--- config.mk ---
export PLATFORM = sky130hd
export DESIGN_NAME = gpx_port_config
export DESIGN_NICKNAME = d
export VERILOG_FILES = /design/src/gpx_pkg.sv /design/src/gpx_port_config.sv
export SDC_FILE = /design/constraint.sdc
export NUM_CORES = 1
export LEC_CHECK = 0
export BUFFER_PORTS_ARGS = -buffer_cell sky130_fd_sc_hd__buf_2
export CAP_MARGIN = 20
export CORE_ASPECT_RATIO = 1.75
export CORE_MARGIN = 4
export CORE_UTILIZATION = 59
export CTS_BUF_LIST = sky130_fd_sc_hd__clkbuf_16
export DETAILED_ROUTE_END_ITERATION = 10
export PLACE_DENSITY = 0.8
export SLEW_MARGIN = 10
export SYNTH_ARGS = -nofsm -noshare
export SYNTH_HDL_FRONTEND = slang
export SYNTH_SLANG_ARGS = --single-unit
--- constraint.sdc ---
create_clock -name mclk -period 4.2 [get_ports mclk]
set_input_delay 0.42 -clock mclk [delete_from_list [all_inputs] [get_ports mclk]]
set_output_delay 0.42 -clock mclk [all_outputs]
set_load 0.05 [all_outputs]
--- src/gpx_pkg.sv ---
// Purpose: Constants and types shared by the GPIO expander port/config block.
// Assumes: 40 MHz mclk; serial bus pins sampled asynchronously.
// Notes:   Offsets, reset values and most field positions live here; the status bits 1:0 are fixed in the block.
package gpx_pkg;

    localparam int NPORT = 9;

    // Register map
    localparam logic [7:0] REG_PORT_FIRST = 8'h01;
    localparam logic [7:0] REG_PORT_LAST  = 8'h09;
    localparam logic [7:0] REG_PIN_CFG    = 8'h27;
    localparam logic [7:0] PORT_RESET     = 8'h80;
    localparam logic [7:0] PINCFG_RESET   = 8'h8F;
    localparam logic [7:0] RD_UNMAPPED    = 8'h00;

    // Port register fields
    localparam int B_DIR = 7;
    localparam int B_D6  = 6;
    localparam int B_D5  = 5;
    localparam int B_DEB = 2;

    // Pin-function configuration fields
    localparam int CFG_TMO    = 7;
    localparam int CFG_CLOCK_OUT_PIN_FUNCTION = 3;
    localparam int CFG_CLOCK_IN_PIN_FUNCTION  = 2;
    localparam int CFG_INT    = 1;

    // Port numbers with special functions (zero based)
    localparam logic [3:0] PN_ONE   = 4'h0;
    localparam logic [3:0] PN_TWO   = 4'h1;
    localparam logic [3:0] PN_THREE = 4'h2;

    // Slave address
    localparam logic [4:0] ADDR_PREFIX = 5'h13;
    localparam logic [1:0] SEL_GND = 2'h0;
    localparam logic [1:0] SEL_VDD = 2'h1;
    localparam logic [1:0] SEL_SCL = 2'h2;
    localparam logic [1:0] SEL_SDA = 2'h3;
    localparam logic [3:0] BITS_BYTE = 4'h8;
    localparam logic [3:0] BITS_LAST = 4'h7;

    // Timing
    localparam longint CLK_HZ   = 40000000;
    localparam longint DEB_MS   = 31;
    localparam longint TMO_MS   = 25;
    localparam int     DEB_CYC  = int'((DEB_MS * CLK_HZ) / 1000);
    localparam int     TMO_CYC  = int'((TMO_MS * CLK_HZ) / 1000);
    localparam int     CNT_W    = 24;

    typedef logic [NPORT-1:0]      gpx_pvec_t;
    typedef logic [NPORT-1:0][7:0] gpx_ctl_t;

    typedef enum logic [3:0] {
        ST_IDLE     = 4'h0,
        ST_ADDR     = 4'h1,
        ST_ADDR_ACK = 4'h2,
        ST_REG      = 4'h3,
        ST_REG_ACK  = 4'h4,
        ST_WDATA    = 4'h5,
        ST_WACK     = 4'h6,
        ST_RDATA    = 4'h7,
        ST_RACK     = 4'h8
    } gpx_st_t;

    // Whole state of the block
    typedef struct packed {
        logic             sclS1;
        logic             sclS2;
        logic             sclD;
        logic             sdaS1;
        logic             sdaS2;
        logic             sdaD;
        logic             selS1;
        logic             selS2;
        logic             oscS1;
        logic             oscS2;
        gpx_pvec_t        pinS1;
        gpx_pvec_t        pinS2;
        gpx_st_t          fsm;
        logic [3:0]       bitCnt;
        logic [7:0]       shift;
        logic [7:0]       regAddr;
        logic             rw;
        logic             more;
        logic             neSda;
        logic             neScl;
        logic             seenLo;
        gpx_ctl_t         ctl;
        logic [7:0]       pinCfg;
        gpx_pvec_t        snap;
        gpx_pvec_t        trn;
        gpx_pvec_t        debPrev;
        gpx_pvec_t        debLvl;
        logic [CNT_W-1:0] debCnt;
        logic [CNT_W-1:0] tmoCnt;
        logic             sdaO;
        logic             sdaE;
        gpx_pvec_t        portO;
        gpx_pvec_t        portE;
        logic             oscExt;
    } gpx_state_t;

endpackage : gpx_pkg

--- src/gpx_port_config.sv ---
// Purpose: Serial target, port control registers, pin-function config,
//          transition detection, debounce and pin drive of the expander.
// Assumes: PWM/blink engine outside supplies pwmLevel on mclk; the internal
//          oscillator arrives on oscClk from another domain.
// Notes:   All state is one struct; outputs come straight from it.
`timescale 1ns/1ps
module gpx_port_config #(
    parameter int DEB_CYCLES = gpx_pkg::DEB_CYC,
    parameter int TMO_CYCLES = gpx_pkg::TMO_CYC
) (
    input  wire logic              mclk,
    input  wire logic              rstn,
    input  wire logic              scl,
    input  wire logic              sdaIn,
    output wire logic              sdaOut,
    output wire logic              sdaOe,
    input  wire logic              addrSelPin,
    input  wire logic              oscClk,
    input  wire gpx_pkg::gpx_pvec_t portIn,
    input  wire gpx_pkg::gpx_pvec_t pwmLevel,
    output wire gpx_pkg::gpx_pvec_t portOut,
    output wire gpx_pkg::gpx_pvec_t portOe,
    output wire gpx_pkg::gpx_ctl_t  portCtl,
    output wire logic [7:0]        pinCfg,
    output wire logic              oscExtIn
);

    gpx_pkg::gpx_state_t s_reg;
    gpx_pkg::gpx_state_t s_next;

    logic               sclRise;
    logic               sclFall;
    logic               startCond;
    logic               stopCond;
    logic [1:0]         selBits;
    logic               tick;
    logic               intAct;
    logic [7:0]         rdVal;
    gpx_pkg::gpx_pvec_t lvl;
    gpx_pkg::gpx_pvec_t isIn;

    // True when the address selects one of the port registers
    function automatic logic portHit(input logic [7:0] a);
        return (a >= gpx_pkg::REG_PORT_FIRST) && (a <= gpx_pkg::REG_PORT_LAST);
    endfunction : portHit

    // Zero-based port number for a port register address
    function automatic logic [3:0] portNum(input logic [7:0] a);
        logic [7:0] d;
        d = a - gpx_pkg::REG_PORT_FIRST;
        return d[3:0];
    endfunction : portNum

    // Pin events derived from the second synchroniser stage only
    assign sclRise   = s_reg.sclS2 & ~s_reg.sclD;
    assign sclFall   = ~s_reg.sclS2 & s_reg.sclD;
    assign startCond = s_reg.sclS2 & s_reg.sclD & s_reg.sdaD & ~s_reg.sdaS2;
    assign stopCond  = s_reg.sclS2 & s_reg.sclD & ~s_reg.sdaD & s_reg.sdaS2;
    assign tick      = (s_reg.debCnt == gpx_pkg::CNT_W'(DEB_CYCLES - 1));

    // Select pin follows SDA, else SCL, else held high, else ground
    always_comb begin
        if (!s_reg.neSda) begin
            selBits = gpx_pkg::SEL_SDA;
        end else if (!s_reg.neScl) begin
            selBits = gpx_pkg::SEL_SCL;
        end else if (!s_reg.seenLo) begin
            selBits = gpx_pkg::SEL_VDD;
        end else begin
            selBits = gpx_pkg::SEL_GND;
        end
    end

    // Per-port view: direction and the level seen by reads and detection
    always_comb begin
        for (int i = 0; i < gpx_pkg::NPORT; i++) begin
            isIn[i] = s_reg.ctl[i][gpx_pkg::B_DIR];
            lvl[i]  = s_reg.ctl[i][gpx_pkg::B_DEB] ? s_reg.debLvl[i]
                                                   : s_reg.pinS2[i];
        end
        isIn[gpx_pkg::PN_TWO] = isIn[gpx_pkg::PN_TWO]
                              & s_reg.pinCfg[gpx_pkg::CFG_CLOCK_IN_PIN_FUNCTION];
        isIn[gpx_pkg::PN_THREE] = isIn[gpx_pkg::PN_THREE]
                                & s_reg.pinCfg[gpx_pkg::CFG_CLOCK_OUT_PIN_FUNCTION];
        intAct = 1'b0;
        for (int i = 0; i < gpx_pkg::NPORT; i++) begin
            intAct = intAct | (s_reg.trn[i] & isIn[i]
                             & s_reg.ctl[i][gpx_pkg::B_D5]);
        end
    end

    // Readback of the register at the current address
    always_comb begin
        rdVal = gpx_pkg::RD_UNMAPPED;
        if (portHit(s_reg.regAddr)) begin
            rdVal = s_reg.ctl[portNum(s_reg.regAddr)];
            if (s_reg.ctl[portNum(s_reg.regAddr)][gpx_pkg::B_DIR]) begin
                // Status bits come from live state, never from stored writes
                rdVal[1] = s_reg.trn[portNum(s_reg.regAddr)];
                rdVal[0] = lvl[portNum(s_reg.regAddr)];
            end
        end else if (s_reg.regAddr == gpx_pkg::REG_PIN_CFG) begin
            rdVal = s_reg.pinCfg;
        end
    end

    // Next-state logic for the whole block
    always_comb begin
        s_next = s_reg;

        // Two-stage synchronisers for every foreign input
        s_next.sclS1 = scl;
        s_next.sclS2 = s_reg.sclS1;
        s_next.sclD  = s_reg.sclS2;
        s_next.sdaS1 = sdaIn;
        s_next.sdaS2 = s_reg.sdaS1;
        s_next.sdaD  = s_reg.sdaS2;
        s_next.selS1 = addrSelPin;
        s_next.selS2 = s_reg.selS1;
        s_next.oscS1 = oscClk;
        s_next.oscS2 = s_reg.oscS1;
        s_next.pinS1 = portIn;
        s_next.pinS2 = s_reg.pinS1;

        // Select-pin tracking, restarted at each start so address can move
        s_next.neSda  = s_reg.neSda | (s_reg.selS2 != s_reg.sdaS2);
        s_next.neScl  = s_reg.neScl | (s_reg.selS2 != s_reg.sclS2);
        s_next.seenLo = s_reg.seenLo | ~s_reg.selS2;

        // Debounce sampler: one shared 31 ms tick for all ports
        s_next.debCnt = tick ? '0 : s_reg.debCnt + 1'b1;
        for (int i = 0; i < gpx_pkg::NPORT; i++) begin
            if (!s_reg.ctl[i][gpx_pkg::B_DEB]) begin
                // Follow the pin so enabling debounce starts from truth
                s_next.debLvl[i]  = s_reg.pinS2[i];
                s_next.debPrev[i] = s_reg.pinS2[i];
            end else if (tick) begin
                s_next.debPrev[i] = s_reg.pinS2[i];
                if (s_reg.pinS2[i] == s_reg.debPrev[i]) begin
                    s_next.debLvl[i] = s_reg.pinS2[i];
                end
            end
            // Change against the snapshot of the last read sets the flag
            if (isIn[i] && (lvl[i] != s_reg.snap[i])) begin
                s_next.trn[i] = 1'b1;
            end
        end

        // Serial target: shift in on the rising edge of SCL
        if (sclRise) begin
            // Only receiving states shift; a read byte must move on the fall alone
            if (s_reg.fsm == gpx_pkg::ST_ADDR || s_reg.fsm == gpx_pkg::ST_REG
                || s_reg.fsm == gpx_pkg::ST_WDATA) begin
                s_next.shift  = {s_reg.shift[6:0], s_reg.sdaS2};
                s_next.bitCnt = s_reg.bitCnt + 4'h1;
            end
            if (s_reg.fsm == gpx_pkg::ST_RACK) begin
                s_next.more = ~s_reg.sdaS2;
            end
        end

        // Serial target: act and move SDA on the falling edge of SCL
        if (sclFall) begin
            unique case (s_reg.fsm)
                gpx_pkg::ST_IDLE: begin
                    s_next.sdaE = 1'b0;
                end
                gpx_pkg::ST_ADDR: begin
                    if (s_reg.bitCnt == gpx_pkg::BITS_BYTE) begin
                        s_next.bitCnt = '0;
                        if (s_reg.shift[7:1] == {gpx_pkg::ADDR_PREFIX, selBits}) begin
                            s_next.rw   = s_reg.shift[0];
                            s_next.fsm  = gpx_pkg::ST_ADDR_ACK;
                            s_next.sdaE = 1'b1;
                        end else begin
                            s_next.fsm = gpx_pkg::ST_IDLE;
                        end
                    end
                end
                gpx_pkg::ST_ADDR_ACK: begin
                    if (s_reg.rw) begin
                        s_next.fsm = gpx_pkg::ST_RDATA;
                    end else begin
                        s_next.fsm  = gpx_pkg::ST_REG;
                        s_next.sdaE = 1'b0;
                    end
                end
                gpx_pkg::ST_REG: begin
                    if (s_reg.bitCnt == gpx_pkg::BITS_BYTE) begin
                        s_next.bitCnt  = '0;
                        s_next.regAddr = s_reg.shift;
                        s_next.fsm     = gpx_pkg::ST_REG_ACK;
                        s_next.sdaE    = 1'b1;
                    end
                end
                gpx_pkg::ST_REG_ACK, gpx_pkg::ST_WACK: begin
                    s_next.fsm  = gpx_pkg::ST_WDATA;
                    s_next.sdaE = 1'b0;
                end
                gpx_pkg::ST_WDATA: begin
                    if (s_reg.bitCnt == gpx_pkg::BITS_BYTE) begin
                        s_next.bitCnt  = '0;
                        s_next.fsm     = gpx_pkg::ST_WACK;
                        s_next.sdaE    = 1'b1;
                        s_next.regAddr = s_reg.regAddr + 8'h01;
                        if (portHit(s_reg.regAddr)) begin
                            s_next.ctl[portNum(s_reg.regAddr)] = s_reg.shift;
                        end else if (s_reg.regAddr == gpx_pkg::REG_PIN_CFG) begin
                            s_next.pinCfg = s_reg.shift;
                        end
                    end
                end
                gpx_pkg::ST_RDATA: begin
                    if (s_reg.bitCnt == gpx_pkg::BITS_LAST) begin
                        s_next.bitCnt = '0;
                        s_next.fsm    = gpx_pkg::ST_RACK;
                        s_next.sdaE   = 1'b0;
                    end else begin
                        s_next.bitCnt = s_reg.bitCnt + 4'h1;
                        s_next.shift  = {s_reg.shift[6:0], 1'b0};
                        s_next.sdaE   = ~s_reg.shift[6];
                    end
                end
                gpx_pkg::ST_RACK: begin
                    if (s_reg.more) begin
                        s_next.fsm = gpx_pkg::ST_RDATA;
                    end else begin
                        s_next.fsm = gpx_pkg::ST_IDLE;
                    end
                end
                default: begin
                    s_next.fsm  = gpx_pkg::ST_IDLE;
                    s_next.sdaE = 1'b0;
                end
            endcase
            // Load a read byte; loading a port register counts as its read
            if ((s_reg.fsm == gpx_pkg::ST_ADDR_ACK && s_reg.rw)
                || (s_reg.fsm == gpx_pkg::ST_RACK && s_reg.more)) begin
                s_next.shift   = rdVal;
                s_next.sdaE    = ~rdVal[7];
                s_next.regAddr = s_reg.regAddr + 8'h01;
                if (portHit(s_reg.regAddr)) begin
                    // Snapshot taken with the clear, so no change slips past
                    s_next.trn[portNum(s_reg.regAddr)]  = 1'b0;
                    s_next.snap[portNum(s_reg.regAddr)] = lvl[portNum(s_reg.regAddr)];
                end
            end
        end

        // Start and stop override any byte in flight
        if (startCond) begin
            s_next.fsm    = gpx_pkg::ST_ADDR;
            s_next.bitCnt = '0;
            s_next.sdaE   = 1'b0;
            s_next.neSda  = 1'b0;
            s_next.neScl  = 1'b0;
            s_next.seenLo = 1'b0;
        end else if (stopCond) begin
            s_next.fsm  = gpx_pkg::ST_IDLE;
            s_next.sdaE = 1'b0;
        end

        // Bus timeout: SCL held low too long releases the bus
        if (!s_reg.pinCfg[gpx_pkg::CFG_TMO] && s_reg.fsm != gpx_pkg::ST_IDLE
            && !s_reg.sclS2) begin
            s_next.tmoCnt = s_reg.tmoCnt + 1'b1;
            if (s_reg.tmoCnt == gpx_pkg::CNT_W'(TMO_CYCLES - 1)) begin
                s_next.fsm    = gpx_pkg::ST_IDLE;
                s_next.sdaE   = 1'b0;
                s_next.tmoCnt = '0;
            end
        end else begin
            s_next.tmoCnt = '0;
        end

        // Pin drive; PWM level comes from the external engine
        for (int i = 0; i < gpx_pkg::NPORT; i++) begin
            if (s_reg.ctl[i][gpx_pkg::B_DIR]) begin
                s_next.portE[i] = 1'b0;
                s_next.portO[i] = 1'b0;
            end else begin
                s_next.portO[i] = pwmLevel[i];
                s_next.portE[i] = ~pwmLevel[i]
                                | s_reg.ctl[i][gpx_pkg::B_D6];
            end
        end
        if (!s_reg.ctl[gpx_pkg::PN_ONE][gpx_pkg::B_DIR]) begin
            // Port one can only sink
            s_next.portO[gpx_pkg::PN_ONE] = 1'b0;
            s_next.portE[gpx_pkg::PN_ONE] = ~pwmLevel[gpx_pkg::PN_ONE];
        end
        if (!s_reg.pinCfg[gpx_pkg::CFG_INT]) begin
            s_next.portO[gpx_pkg::PN_ONE] = 1'b0;
            s_next.portE[gpx_pkg::PN_ONE] = intAct;
        end
        if (!s_reg.pinCfg[gpx_pkg::CFG_CLOCK_IN_PIN_FUNCTION]) begin
            s_next.portO[gpx_pkg::PN_TWO] = 1'b0;
            s_next.portE[gpx_pkg::PN_TWO] = 1'b0;
        end
        if (!s_reg.pinCfg[gpx_pkg::CFG_CLOCK_OUT_PIN_FUNCTION]) begin
            s_next.portO[gpx_pkg::PN_THREE] = s_reg.oscS2;
            s_next.portE[gpx_pkg::PN_THREE] = 1'b1;
        end
        s_next.oscExt = ~s_reg.pinCfg[gpx_pkg::CFG_CLOCK_IN_PIN_FUNCTION]
                      & s_reg.pinS2[gpx_pkg::PN_TWO];
        s_next.sdaO   = 1'b0;

        // Synchronous reset; bus lines idle high so no false start
        if (!rstn) begin
            s_next        = '0;
            s_next.sclS1  = 1'b1;
            s_next.sclS2  = 1'b1;
            s_next.sclD   = 1'b1;
            s_next.sdaS1  = 1'b1;
            s_next.sdaS2  = 1'b1;
            s_next.sdaD   = 1'b1;
            s_next.fsm    = gpx_pkg::ST_IDLE;
            s_next.ctl    = {gpx_pkg::NPORT{gpx_pkg::PORT_RESET}};
            s_next.pinCfg = gpx_pkg::PINCFG_RESET;
        end
    end

    // The single state register; 1.25 us SCL half period is 50 mclk cycles
    always_ff @(posedge mclk) begin
        s_reg <= s_next;
    end

    assign sdaOut   = s_reg.sdaO;
    assign sdaOe    = s_reg.sdaE;
    assign portOut  = s_reg.portO;
    assign portOe   = s_reg.portE;
    assign portCtl  = s_reg.ctl;
    assign pinCfg   = s_reg.pinCfg;
    assign oscExtIn = s_reg.oscExt;

endmodule : gpx_port_config

==> results summary <==
The number of buffers added to fix hold violations after cts is 0. The number of H-tree levels is 1. The die covers 22300 um2. The number of max-cap violations is 0. The remaining antenna violation count after routing is 0. The clock net in this run drives a total of 240 sinks. The number of filler cells placed in the layout came out at roughly 1700.

The clock latency reported for the late side of the worst-skew pair is approximately 0.51 ns. The part of the Yosys area used for sequential elements is 0.410. The total power is 4.38 mW. The critical path ends at portCtl[63].

The setup TNS after final layout is 0 ns. The number of buffers on the longest clock path is 3. The core area is roughly 20000 um2. In this run the worst path has a maximum fanout of 23. The tightest min-delay check is of the in -> reg type. By area the synthesized netlist is led by sky130_fd_sc_hd__dfxtp_1, sky130_fd_sc_hd__buf_4, sky130_fd_sc_hd__nand2_1. The total power per unit cell area came out at between 300 and 400 nW/um2. The proportion of layout cells with a drive suffix above 1 came out at 0.156. The share of Yosys cell area claimed by the top area cell type is 0.410.

The number of flip-flops under the largest register name came out at roughly 140. The synthesis-to-finish area growth is 4.43%. The mean cell area of the mapped netlist came out at 8.57 um2.

The depth of the worst register-to-register path came out at 9. The vias after detailed routing is a little under 10000. The number of rows created at floorplan came out at 68. The number of clock buffers inserted by TritonCTS came out at 23. The count of synthesis-stage warnings from yosys came out at 0.

The most used flip-flop cell after synthesis is sky130_fd_sc_hd__dfxtp_1. The initial utilization of the core area, before any placement, comes to 0.596. The utilization after layout came out at 0.623. For flop-to-flop paths, the worst setup slack is around 1.1 ns.

Across every metal layer, demand over resource in global routing totals 0.268. The count of buffers added by post-CTS timing repair for setup is 0. The number of standard cells after synthesis came out at between 1000 and 1500. For the pin with the worst max-slew slack, the measured transition is 0.996 ns. The worst setup path is captured at a flop. The via-per-instance ratio is about 6.2. Counting distinct cell types in the post-synthesis netlist gives 74. The pre-antenna-repair detailed-routing pass consisted of 5 iterations. The number of global-route vias before repair came out at about 9700.

0 antenna diodes ended up in the layout. In the final design database the tool counted 1383 nets. The worst register-to-register path ends at portCtl[63]. The number of endpoints failing setup at the final stage is 0. The highest clock rate is approximately 330 MHz.

The startpoint type of the worst setup path is a flop. The final critical-path setup slack came out at around 1.1 ns. The pre-CTS setup slack is around 1.2 ns. The most critical setup path has its startpoint at s_reg[190]. Summed over all cells, the static leakage comes to 4.46 nW.

The initial antenna violation count is 0. In the layout the commonest cells are sky130_fd_sc_hd__dfxtp_1, sky130_fd_sc_hd__nand2_1, sky130_fd_sc_hd__nand3_1. The flow ran to the end, and the final reports show no timing, DRC or antenna violations. For this design the top-level I/O count stands at between 100 and 150. The headroom to the max-slew limit came out at 0.336.

At the end of routability-driven placement, the weighted congestion stood at 0.940. The peak ir drop on the vdd network is ~0.36 mV. Setup repair after global routing left no endpoint under its margin. The data required time of the worst path is around 4.6 ns. The flop and latch count out of synthesis is 240. The data arrival time at the worst-slack endpoint is ~3.4 ns. The final setup skew is between 0.015 and 0.02 ns. The post-CTS clock slew at the launch and capture registers of the worst setup and hold paths is about 0.070 ns. The count of flip-flops with a built-in enable after synthesis is 0. For this run, design rule violations remaining after detail routing come to 0. In this run the tool buffered the top-level ports with ~120 buffer cells. The routed wire length per instance is about 19 um. The clock period could shrink to approximately 3.1 ns. The startpoint identified for the worst register-to-register timing path is s_reg[190]. The category of the critical setup timing path is reg -> reg. The wire length of the first global-routing pass is 49200 um. The max-slew violation count came to 0. The HPWL after detailed placement is ~21000 um. The portion of the clock cycle consumed by the worst path in the final layout is 0.728. The tightest hold path in the finished design has a slack of 0.0994 ns. From left edge to right edge, the die measures between 100 and 150 um. The maximum number of pins on one net before global-route repair is 96. The number of hold violations in the final report is 0. The number of gates resized after cts came out at 0.

The share of flip-flops with an asynchronous set or reset came out at 0. The tree is rooted in a sky130_fd_sc_hd__clkbuf_16. Summed over all layers, the routed wires come to between 30000 and 40000 um. The mapped netlist covers 11700 um2. The die is ~200 um tall. The TritonCTS clock tree is done.

The library cell used most frequently in the layout, excluding fill and tap cells, is sky130_fd_sc_hd__dfxtp_1. The biggest area contributor in the post-synthesis netlist is sky130_fd_sc_hd__dfxtp_1. The number of violations reported at the end of detailed-routing iteration 0 came out at 693.

For this run the aggregate overflow at the end of global routing stands at 0.
==> cell usage after synthesis, drive strengths merged (13+ instances only) <==
cell    number
a211oi      21
a21oi      121
a311oi      13
and2        26
buf        130
clkbuf      50
dfxtp      240
inv         31
mux2i       25
mux4        20
nand2      172
nand3      124
nand4       13
nor2       104
o21a        13
o21ai       47
xnor2       30
xor2        23
==> kinds of logic (layout without fill, tap and decap cells) <==
kind of cell | Yosys count | in the layout | share of synthesized area
AO/OA/AOI/OAI | 267 | 267 | 0.141
XOR/XNOR | 53 | 53 | 0.0396
adder cells (fa/ha/maj) | 10 | 10 | 0.0107
buffers and inverters | 211 | 204 | 0.111
flip-flops | 240 | 240 | 0.410
multiplexers | 50 | 50 | 0.0646
other | 1 | 2 | 0.000320
AND/OR/NAND/NOR | 535 | 535 | 0.223
==> report_power, final <==
part	switching (mW)	leakage [nW]	internal, mW
registers	0.0258	1.94	2.30
clock network	0.882	0.341	1.05
logic	0.0747	2.18	0.0431
==> routing by layer <==
| metal | GRT usage | share of wire | up-vias |
|---|---|---|---|
| li1 | - | - | 4624 |
| met1 | 0.294 | 0.34 | 4680 |
| met2 | 0.467 | 0.51 | 442 |
| met3 | 0.0368 | 0.068 | 156 |
| met4 | 0.181 | 0.073 | 0 |
| met5 | 0 | 0 | - |
==> critical path, stage by stage, from the launching register on <==
cell,delay (ns)
sky130_fd_sc_hd__dfxtp_2,0.57
sky130_fd_sc_hd__inv_1,0.15
sky130_fd_sc_hd__ha_1,0.35
sky130_fd_sc_hd__nor4b_1,0.22
sky130_fd_sc_hd__a211oi_4,0.41
sky130_fd_sc_hd__nand3_4,0.17
sky130_fd_sc_hd__nor2_4,0.46
sky130_fd_sc_hd__nand2_1,0.33
sky130_fd_sc_hd__nand2_1,0.17
sky130_fd_sc_hd__nand3_1,0.08
==> metrics by stage <==
stage,cells,cell area [um2]
2_1_floorplan,1368,11700
3_3_place_gp,1569,11600
3_5_place_dp,1569,11600
4_1_cts,1606,12200
5_1_grt,1606,12200
6_report,1606,12200
==> worst min path at each step <==
stage	from	cells past startpoint	end
global placement	s_reg[241]	1	s_reg[240]
detailed placement	s_reg[241]	1	s_reg[240]
finish	pwmLevel[3]	2	portOe[3]
floorplan	s_reg[238]	1	s_reg[237]
CTS	sdaIn	2	s_reg[238]
global route	sdaIn	2	s_reg[238]
==> area by class of cell <==
class,instances,area (um2),area share
inverters,31,119,0.00971
clock buffers,23,576,0.0470
multi-input cells,917,5620,0.459
well taps,245,307,0.0250
repair buffers,136,716,0.0585
flip-flops and latches,240,4810,0.393
clock inverters,14,97.6,0.00797
Power figures use the tool's default switching activity.
